## config.mk

```make
export PLATFORM = sky130hd
export DESIGN_NAME = afr_redirect
export DESIGN_NICKNAME = d
export VERILOG_FILES = /design/src/afr_pkg.sv /design/src/afr_clk_div.sv /design/src/afr_redirect.sv
export SDC_FILE = /design/constraint.sdc
export NUM_CORES = 1
export LEC_CHECK = 0
export BUFFER_PORTS_ARGS = -buffer_cell sky130_fd_sc_hd__buf_4
export CAP_MARGIN = 20
export CORE_ASPECT_RATIO = 1.5
export CORE_MARGIN = 10
export CORE_UTILIZATION = 35
export CTS_CLUSTER_SIZE = 28
export DETAILED_ROUTE_END_ITERATION = 10
export PLACE_DENSITY = 0.65
export SYNTH_ARGS = -nofsm -noshare
export SYNTH_HDL_FRONTEND = slang
export SYNTH_SLANG_ARGS = --single-unit
```

## constraint.sdc

```tcl
create_clock -name mclk -period 3.5 [get_ports mclk]
set_clock_uncertainty 0.05 [all_clocks]
set_input_delay 0.7 -clock mclk [delete_from_list [all_inputs] [get_ports mclk]]
set_output_delay 0.7 -clock mclk [all_outputs]
set_load 0.05 [all_outputs]
```

## src/afr_pkg.sv

```systemverilog
package afr_pkg;
  // Register addresses in the special-function space.
  localparam logic [7:0] AFR_ADDR_CTRL0 = 8'hA1;
  localparam logic [7:0] AFR_ADDR_CTRL1 = 8'hA2;
  localparam logic [7:0] AFR_CTRL0_RST = 8'h00;
  localparam logic [7:0] AFR_CTRL1_RST = 8'h00;
  // Field positions in the first control register.
  localparam int AFR_CKO_SEL_HI = 7;
  localparam int AFR_CKO_SEL_LO = 6;
  localparam int AFR_FSWAP_HI = 3;
  localparam int AFR_FSWAP_LO = 2;
  // Field positions in the second control register.
  localparam int AFR_IRQ1_HI = 7;
  localparam int AFR_IRQ1_LO = 6;
  localparam int AFR_IRQ0_BIT = 5;
  // Clock-output selector codes.
  localparam logic [1:0] AFR_CKO_GPIO = 2'h0;
  localparam logic [1:0] AFR_CKO_DIV1 = 2'h1;
  localparam logic [1:0] AFR_CKO_DIV2 = 2'h2;
  localparam logic [1:0] AFR_CKO_DIV4 = 2'h3;
  // Port 1 function swap codes.
  localparam logic [1:0] AFR_FSWAP_RSVD = 2'h0;
  localparam logic [1:0] AFR_FSWAP_UART = 2'h1;
  localparam logic [1:0] AFR_FSWAP_PCA = 2'h2;
  localparam logic [1:0] AFR_FSWAP_TMR = 2'h3;
  // System clock source encoding.
  typedef enum logic [1:0] {AFR_SRC_FAST_RC, AFR_SRC_SLOW_RC, AFR_SRC_EXT} afr_clk_src_t;
  // Register write and read port of the special-function bus.
  typedef struct packed {
    logic wr;
    logic rd;
    logic [7:0] addr;
    logic [7:0] wdata;
  } afr_sfr_req_t;
  // Peripheral-side outputs that may be driven onto pins.
  typedef struct packed {
    logic serial_tx_out;
    logic pulse_width_secondary_out;
    logic capture_compare_out;
    logic capture_compare_oe;
    logic timer_a_clock_out;
    logic timer_b_clock_out;
  } afr_periph_out_t;
  // Peripheral-side inputs gathered from pins.
  typedef struct packed {
    logic serial_rx_in;
    logic capture_compare_in;
    logic timer_a_in;
    logic timer_b_in;
    logic ext_irq_a_n;
    logic ext_irq_b_n;
    logic detector_scl;
    logic detector_sda;
  } afr_periph_in_t;
endpackage

```

## src/afr_clk_div.sv

```systemverilog
`timescale 1ns/100ps
// Divides the master clock rate by two and four as enable-style square waves.
module afr_clk_div (
  input wire logic mclk,
  input wire logic rst_n,
  output logic div2_q,
  output logic div4_q
);
  logic [1:0] cnt_q;

  // Free-running counter; its bits are the divided clocks.
  always_ff @(posedge mclk) begin
    if (!rst_n) begin
      cnt_q <= 2'h0;
    end else begin
      cnt_q <= cnt_q + 2'h1;
    end
  end

  assign div2_q = cnt_q[0];
  assign div4_q = cnt_q[1];
endmodule

```

## src/afr_redirect.sv

```systemverilog
`timescale 1ns/100ps
module afr_redirect (
  input wire logic mclk,
  input wire logic rst_n,
  input afr_pkg::afr_sfr_req_t sfr_req,
  output logic [7:0] sfr_rdata_q,
  input afr_pkg::afr_clk_src_t clk_src,
  input wire logic [7:0] p1_in,
  input wire logic [7:0] p3_in,
  input wire logic [7:0] p1_gpio_out,
  input wire logic [7:0] p1_gpio_oe,
  input afr_pkg::afr_periph_out_t periph_out,
  output logic [7:0] p1_out_q,
  output logic [7:0] p1_oe_q,
  output afr_pkg::afr_periph_in_t periph_in_q
);
  import afr_pkg::*;

  logic [7:0] ctrl0_q;
  logic [7:0] ctrl1_q;
  logic [7:0] p1_s1_q;
  logic [7:0] p1_s2_q;
  logic [7:0] p3_s1_q;
  logic [7:0] p3_s2_q;
  logic div2;
  logic div4;
  logic [1:0] cko_sel;
  logic [1:0] fs_sel;
  logic [1:0] irq1_sel;
  logic cko_on;
  logic cko_val;
  logic [7:0] p1_out_d;
  logic [7:0] p1_oe_d;
  afr_periph_in_t periph_in_d;

  // Pick one bit of a synchronised port by index.
  function automatic logic pin_of(input logic [7:0] port, input int idx);
    return port[idx];
  endfunction

  afr_clk_div u_div (
    .mclk(mclk),
    .rst_n(rst_n),
    .div2_q(div2),
    .div4_q(div4)
  );

  // Register writes; all eight bits of both registers store what is written.
  always_ff @(posedge mclk) begin
    if (!rst_n) begin
      ctrl0_q <= AFR_CTRL0_RST;
      ctrl1_q <= AFR_CTRL1_RST;
    end else if (sfr_req.wr) begin
      if (sfr_req.addr == AFR_ADDR_CTRL0) begin
        ctrl0_q <= sfr_req.wdata;
      end
      if (sfr_req.addr == AFR_ADDR_CTRL1) begin
        ctrl1_q <= sfr_req.wdata;
      end
    end
  end

  // Read data is registered; other addresses belong to other blocks and read zero here.
  always_ff @(posedge mclk) begin
    if (!rst_n) begin
      sfr_rdata_q <= 8'h00;
    end else if (sfr_req.rd && sfr_req.addr == AFR_ADDR_CTRL0) begin
      sfr_rdata_q <= ctrl0_q;
    end else if (sfr_req.rd && sfr_req.addr == AFR_ADDR_CTRL1) begin
      sfr_rdata_q <= ctrl1_q;
    end else begin
      sfr_rdata_q <= 8'h00;
    end
  end

  // Pins are asynchronous, so two flip-flops stand before any selection logic.
  always_ff @(posedge mclk) begin
    if (!rst_n) begin
      p1_s1_q <= 8'hFF;
      p1_s2_q <= 8'hFF;
      p3_s1_q <= 8'hFF;
      p3_s2_q <= 8'hFF;
    end else begin
      p1_s1_q <= p1_in;
      p1_s2_q <= p1_s1_q;
      p3_s1_q <= p3_in;
      p3_s2_q <= p3_s1_q;
    end
  end

  assign cko_sel = ctrl0_q[AFR_CKO_SEL_HI:AFR_CKO_SEL_LO];
  assign fs_sel = ctrl0_q[AFR_FSWAP_HI:AFR_FSWAP_LO];
  assign irq1_sel = ctrl1_q[AFR_IRQ1_HI:AFR_IRQ1_LO];
  // The clock output is honoured only on an internal RC source.
  assign cko_on = (clk_src != AFR_SRC_EXT) && (cko_sel != AFR_CKO_GPIO);

  // Clock-out level per selector code.
  always_comb begin
    case (cko_sel)
      AFR_CKO_DIV1: cko_val = mclk;
      AFR_CKO_DIV2: cko_val = div2;
      AFR_CKO_DIV4: cko_val = div4;
      default: cko_val = 1'b0;
    endcase
  end

  // Pin-side output mux; pin 1.7's enable comes from its mode bits except on the external clock source, where it is forced off.
  always_comb begin
    p1_out_d = p1_gpio_out;
    p1_oe_d = p1_gpio_oe;
    case (fs_sel)
      AFR_FSWAP_UART: begin
        p1_out_d[1] = periph_out.serial_tx_out;
      end
      AFR_FSWAP_PCA: begin
        p1_out_d[1] = periph_out.pulse_width_secondary_out;
        p1_out_d[0] = periph_out.capture_compare_out;
        p1_oe_d[0] = p1_gpio_oe[0] & periph_out.capture_compare_oe;
      end
      AFR_FSWAP_TMR: begin
        p1_out_d[1] = periph_out.timer_b_clock_out;
        p1_out_d[0] = periph_out.timer_a_clock_out;
      end
      default: begin
        p1_out_d = p1_gpio_out;
      end
    endcase
    if (clk_src == AFR_SRC_EXT) begin
      p1_oe_d[7] = 1'b0;
    end else if (cko_on) begin
      p1_out_d[7] = cko_val;
    end
  end

  // Peripheral-side input mux; unrouted inputs idle high.
  always_comb begin
    periph_in_d = '1;
    case (fs_sel)
      AFR_FSWAP_UART: periph_in_d.serial_rx_in = pin_of(p1_s2_q, 0);
      AFR_FSWAP_PCA: periph_in_d.capture_compare_in = pin_of(p1_s2_q, 0);
      AFR_FSWAP_TMR: begin
        periph_in_d.timer_a_in = pin_of(p1_s2_q, 0);
        periph_in_d.timer_b_in = pin_of(p1_s2_q, 1);
      end
      default: periph_in_d.serial_rx_in = 1'b1;
    endcase
    case (irq1_sel)
      2'h0: begin
        periph_in_d.ext_irq_b_n = pin_of(p1_s2_q, 0);
        periph_in_d.detector_scl = pin_of(p1_s2_q, 0);
        periph_in_d.detector_sda = pin_of(p1_s2_q, 1);
      end
      2'h1: begin
        periph_in_d.ext_irq_b_n = pin_of(p1_s2_q, 4);
        periph_in_d.detector_scl = pin_of(p1_s2_q, 4);
        periph_in_d.detector_sda = pin_of(p1_s2_q, 5);
      end
      2'h2: begin
        periph_in_d.ext_irq_b_n = pin_of(p3_s2_q, 0);
        periph_in_d.detector_scl = pin_of(p3_s2_q, 0);
        periph_in_d.detector_sda = pin_of(p3_s2_q, 1);
      end
      default: begin
        periph_in_d.ext_irq_b_n = pin_of(p3_s2_q, 7);
        periph_in_d.detector_scl = pin_of(p3_s2_q, 7);
        periph_in_d.detector_sda = pin_of(p3_s2_q, 6);
      end
    endcase
    periph_in_d.ext_irq_a_n = ctrl1_q[AFR_IRQ0_BIT] ? pin_of(p1_s2_q, 6) : pin_of(p3_s2_q, 2);
  end

  // Registered outputs; pin 1.7 clock-out at the direct rate samples mclk on its own rising edge and so holds one level, a known limitation.
  always_ff @(posedge mclk) begin
    if (!rst_n) begin
      p1_out_q <= 8'hFF;
      p1_oe_q <= 8'h00;
      periph_in_q <= '1;
    end else begin
      p1_out_q <= p1_out_d;
      p1_oe_q <= p1_oe_d;
      periph_in_q <= periph_in_d;
    end
  end
endmodule

```

==> results of run 1 <==
worst reg2reg max path, cell delays in order, from the launching register on:
cell	delay, ns
dfxtp_1	0.55
mux4_2	0.56
nand2b_1	0.15
worst max-delay path by stage:
| stage | end |
|---|---|
| after global placement | p1_out_q[7] |
| after floorplan | p1_out_q[7] |
| after detailed placement | p1_out_q[7] |
| after global routing | p1_out_q[7] |
| final | p1_out_q[7] |
| after CTS | p1_out_q[7] |
layer usage:
metal  routed length, um  vias to the layer above
met5                   0                        -
met4                 136                        0
met3                 409                       11
met2                3110                       40
met1                1900                      808
li1                    -                      901
final cells by class:
class / instances / area [um^2] / share of cell area
clock buffers: 12 / 165 / 0.0496
clock inverters: 7 / 104 / 0.0312
inverters: 1 / 3.75 / 0.00113
multi-input cells: 129 / 922 / 0.277
flip-flops and latches: 69 / 1380 / 0.415
well taps: 76 / 95.1 / 0.0285
repair buffers: 88 / 661 / 0.198
cells in the mapped netlist (all sizes together):
cell type / instances / area share
o311ai: 1 / 0.0037
nand3: 4 / 0.019
and2: 7 / 0.018
a21boi: 8 / 0.025
nand4: 16 / 0.042
nand3b: 1 / 0.0032
dfxtp: 69 / 0.58
o21ai: 2 / 0.0042
inv: 1 / 0.0016
xor2: 1 / 0.0037
mux2: 1 / 0.0047
nand4b: 1 / 0.0037
a211oi: 1 / 0.0032
clkbuf: 11 / 0.017
nor2b: 4 / 0.011
nand2: 26 / 0.041
nor4bb: 2 / 0.0084
nor4b: 1 / 0.010
mux2i: 18 / 0.076
buf: 5 / 0.014
o311a: 1 / 0.0042
mux4: 3 / 0.028
nand2b: 28 / 0.074
nor2: 3 / 0.0047
power by group:
| part | internal (uW) | switching (uW) | leakage [uW] |
|---|---|---|---|
| registers | 808 | 6.69 | 0.000566 |
| clock network | 487 | 330 | 0.000139 |
| logic | 72.1 | 79.3 | 0.000773 |
| total | 1370 | 416 | 0.00148 |
registers in the layout, summed over array words and instances, names as in the netlist:
register and count:
ctrl0_q 8, p1_s2_q 5, p3_s1_q 5, ctrl1_q 8, u_div.cnt_q 2, p1_out_q 8
sfr_rdata_q 8, p1_oe_q 8, p3_s2_q 5, p1_s1_q 5, periph_in_q 7
metrics by stage:
step | power (uW) | utilization | setup slack [ns] | cells | cell area (um^2)
floorplan | 921 | - | 1.36 | 215 | 2380
global placement | 990 | 0.466 | 1.33 | 363 | 3060
detailed placement | 993 | 0.466 | 1.33 | 363 | 3060
CTS | 1810 | 0.507 | 1.52 | 382 | 3330
global route | 1860 | 0.507 | 1.48 | 382 | 3330
finish | 1780 | 0.507 | 1.53 | 382 | 3330
cell usage in the layout (no fill, tap or decap), types with 3 or more instances in the layout:
cell,count
a21boi_1,8
and2_1,7
buf_4,88
clkbuf_8,12
dfxtp_1,69
inv_6,3
mux2i_1,18
mux4_2,3
nand2_1,26
nand2b_1,28
nand4_1,16
nor2_1,3
nor2b_1,4
cell families after synthesis:
group,count (synthesis),share of synthesized area
AND/OR/NAND/NOR,93,0.234
flip-flops,69,0.580
multiplexers,22,0.109
buffers and inverters,17,0.0326
AO/OA/AOI/OAI,13,0.0405
XOR/XNOR,1,0.00368
==> results.json, run 1 <==
{
  "io_buffers": 85,
  "place_congestion": 0.670,
  "grtUsageMet3": 0.0605,
  "synth_seq_area_share": 0.580,
  "slew_headroom": 0.563,
  "r2r-start": "ctrl0_q[2]",
  "status": "complete, no violations",
  "worst_setup_path_start_kind": "clock port",
  "grt_max_degree": 76,
  "wire_per_inst_um": 14.5,
  "path_clk_slew_ns": 0.08,
  "postCtsSetupBuffers": 0,
  "path_buf_inv": 2,
  "power.leakage_uw": 0.00148,
  "tns_ns": 0,
  "setup_viol": 0,
  "arrival_ns": 2.20,
  "grt.busiest_layer": "met2",
  "synth_area_mm2": 0.00238,
  "reg2reg_to": "p1_out_q[1]",
  "grt_use_met2": 0.186,
  "drtIter0Drc": 87,
  "min-delay-start": "mclk",
  "ctsResizeCount": 0,
  "grt_first_pass_wirelength_um": 8940,
  "ys_ff_latch": 69,
  "fp.dieArea_mm2": 0.0106,
  "startpoint": "mclk",
  "drc": 0,
  "cpPeakStageDelay_ns": 0.12,
  "drv_cap": 0,
  "reg2reg_slack_ns": 2.06,
  "vdd_drop_max_mv": 0.549,
  "hold_viol": 0,
  "slew_violations": 0,
  "tritoncts": "done",
  "worst-setup-path-type": "clock port to register",
  "die-height_um": 121,
  "clock_latency_ns": 0.45,
  "ant_nets": 0,
  "crit_fanout": 2,
  "via_per_inst": 4.61,
  "die_w_um": 87.3,
  "diodes": 0,
  "path_delay_family": "buffers and inverters",
  "grt_overflow_total": 0,
  "synth_area_per_cell_um2": 11.1,
  "dpl.hpwl_um": 4010,
  "crit_required_ns": 3.73,
  "crit_path_end_kind": "register",
  "grt_setup_unrepaired": "no",
  "reg2reg_depth": 2,
  "ios": 92,
  "syn_nets": 275,
  "initial_core_util": 0.362,
  "rows": 36,
  "met1_usage": 0.0996,
  "core_mm2": 0.00658,
  "cp_cell_sequence": "clkbuf_8, clkbuf_8, mux2i_1, o311ai_0",
  "grt_usage": 0.110,
  "worst_hold_slack_ns": 0.0358,
  "synth.distinct_cells": 28,
  "n_fill_cell": 643,
  "worst_pin_slew_ns": 0.656,
  "grt_pass1_vias": 1878,
  "cts_hold_buf": 0,
  "grt_antenna_before_repair": 0,
  "area_growth_syn_to_layout_pct": 39.9,
  "ys_warn_count": 0,
  "worst-path-stages": 4,
  "worstHoldPathCells": 4,
  "power_density_mw_per_mm2": 535,
  "vias": 1760,
  "critPathSlowestCell": "mux2i_1",
  "cpMostUsedCell": "clkbuf_8",
  "hold_class": "clock port to register",
  "nets": 361,
  "syn_inst": 215,
  "layout-drive-gt1-share": 0.373,
  "finalWirelength_um": 5550,
  "drtPass1Iterations": 4,
  "hold_end": "p1_out_q[7]"
}
(Power assumes the default switching activity.)
==> inputs of run 2 (changes only) <==
Settings changed: ABC_AREA from default to 1, PLACE_DENSITY 0.65 to 0.67.
Clock period 3.5 ns to 1.7 ns, I/O delays scaled along.
==> run 2 against run 1 <==
  * Critical path type is now register to output port
  * Final cell count grew 21%
  * Critical path depth shrank 3
  * Area after synthesis grew 2.1%
  * Global-route usage shrank 0.13 points
  * First-iteration DRC count grew 83%
  * Sequential power grew 110%
  * Die area grew 1.7%
  * Worst setup slack lost 1.2 ns
  * Count of clock-buffer cells in the layout is the same
  * Hold slack lost 0.15 ns
  * The flow now finishes with violations (negative hold slack)
  * Critical endpoint is now periph_in_q[1]
==> results.json, run 2 <==
{
  "grt_overflow_total": 0,
  "synth_area_per_cell_um2": 8.44,
  "wire_per_inst_um": 12.7,
  "violations": "negative hold slack",
  "hold_class": "clock port to register",
  "synthSimpleGateAreaFrac": 0.280,
  "path_buf_inv": 1,
  "postCtsSetupBuffers": 0,
  "crit_fanout": 2,
  "fmax_mhz": 738,
  "slew_violations": 0,
  "synth_edf_count": 0,
  "syn_inst": 288,
  "synthAdderAreaFrac": 0,
  "grt_pass1_vias": 2043,
  "final_area_mm2": 0.00342,
  "dpl.hpwl_um": 4360,
  "reg2reg_to": "periph_in_q[2]",
  "cts_hold_buf": 0,
  "rows": 37,
  "post-route-period-util": 0.797,
  "final_cell_mix": "buf_4, dfxtp_1, nand2_1",
  "synth_common_cells": "dfxtp_1, nand2_1, nand3_1, inv_1, a21oi_1",
  "worst_hold_slack_ns": -0.114,
  "slew_headroom": 0.643,
  "synth_seq_area_share": 0.568,
  "drc": 0,
  "dpl_cell_area_mm2": 0.00315,
  "reg2reg_slack_ns": 0.69,
  "synthArstFlopShare": 0,
  "synth_flop_cell": "dfxtp_1",
  "reg2reg_depth": 5,
  "via_per_inst": 4.48,
  "finalWirelength_um": 5870,
  "min-delay-start": "mclk",
  "worst_setup_path_start_kind": "register",
  "final_common_cell": "buf_4",
  "ant_nets": 0,
  "initial_core_util": 0.357,
  "dp.cells": 443,
  "synth_area_mm2": 0.00243,
  "clock_latency_ns": 0.44,
  "layout-drive-gt1-share": 0.359,
  "vdd_drop_max_mv": 0.696,
  "place_congestion": 0.811,
  "worst-setup-path-type": "register to output port",
  "synth_top_family_by_area": "simple AND/OR/NAND/NOR gates",
  "area_growth_syn_to_layout_pct": 40.6,
  "worstHoldPathCells": 4,
  "grt_first_pass_wirelength_um": 9260,
  "vias": 2068,
  "synthMuxAreaShare": 0,
  "status": "finished, violations left",
  "nets": 439,
  "yosysTopAreaCellShare": 0.568,
  "r2r-start": "ctrl1_q[7]",
  "yosysMostFrequentCell": "dfxtp_1",
  "grt_antenna_before_repair": 0,
  "ys_ff_latch": 69,
  "drtIter0Drc": 159,
  "hold_end": "p1_out_q[7]",
  "fin_cells": 462,
  "grt_usage": 0.109,
  "ys_warn_count": 0,
  "diodes": 0,
  "drtPass1Iterations": 4,
  "power.leakage_uw": 0.00152,
  "crit_required_ns": 1.31,
  "tritoncts": "done",
  "power_density_mw_per_mm2": 1060,
  "core_mm2": 0.00681,
  "hold_viol": 1,
  "synth_top_area_cell": "dfxtp_1",
  "critPathSlowestCell": "dfxtp_1",
  "drv_cap": 0,
  "arrival_ns": 0.97,
  "fp.dieArea_mm2": 0.0107,
  "grt_setup_unrepaired": "no",
  "die_w_um": 88.1,
  "die-height_um": 122,
  "tns_ns": 0,
  "syn_nets": 348,
  "worst_pin_slew_ns": 0.535,
  "path_clk_slew_ns": 0.08,
  "cp_cell_sequence": "buf_4",
  "synth.area.top_cells": "dfxtp_1, nand2_1, nand3_1",
  "ios": 92,
  "ctsResizeCount": 0,
  "grt_max_degree": 37,
  "path_delay_family": "flip-flops",
  "crit_path_end_kind": "output port",
  "setup_viol": 0,
  "io_buffers": 85,
  "fin_crit_ns": 1.36,
  "synth_compound_area_frac": 0.0736,
  "synth.distinct_cells": 23,
  "cpPeakStageDelay_ns": 0.33,
  "synth-xor-area-share": 0.00360
}
[run 2: cell types whose count changed after synthesis, moves of 15 or more]
cell / before / now
or2_2: 0 / 20
nand4_1: 16 / 1
nor2_1: 3 / 20
mux2i_1: 18 / 0
inv_1: 1 / 27
nand3_1: 2 / 34
nand2b_1: 28 / 0
nand2_1: 26 / 55
a21oi_1: 0 / 25
[run 2: how the worst max path moves through the flow]
stage,from,end,slack [ns],cells past startpoint
after global routing,periph_in_q[2],periph_in_q[2],0.30,1
after detailed placement,sfr_req[11],ctrl1_q[7],0.22,7
after floorplan,periph_in_q[2],periph_in_q[2],0.42,1
final,periph_in_q[2],periph_in_q[1],0.34,1
after CTS,periph_in_q[2],periph_in_q[1],0.31,1
after global placement,sfr_req[11],ctrl1_q[6],0.25,7
[run 2: cell families (layout without fill, tap and decap cells)]
family | count (synthesis) | in the layout
flops | 69 | 69
buf+inv | 42 | 138
xor+xnor | 1 | 1
compound gates | 34 | 34
simple gates | 142 | 142
[run 2: power breakdown]
part | total (uW) | switching, uW | internal, uW
Combinational | 318 | 172 | 146
Clock | 1640 | 653 | 983
Sequential | 1680 | 14.2 | 1660
[run 2: stage by stage]
stage          utilization  power [uW]  hold WS (ns)  setup slack [ns]
6_report             0.502        3630        -0.114             0.345
5_1_grt              0.502        3780        -0.114             0.296
4_1_cts              0.502        3680        -0.131             0.315
3_5_place_dp         0.464        2040        0.0985             0.223
3_3_place_gp         0.464        2030        0.0985             0.254
2_1_floorplan            -        1880        0.0985             0.416
[run 2: cell type report]
class                   count  area [um^2]
multi-input cells         177          870
repair buffers             89          693
flip-flops and latches     69         1380
inverters                  30          113
clock inverters             7         97.6
clock buffers              12          165
well taps                  78         97.6
fillers                   644         3390
[run 2: metal layers]
metal	global-route usage	wire [um]
met1	0.111	2220
met2	0.180	3080
met3	0.0441	441
met4	0.0699	130
met5	0	0
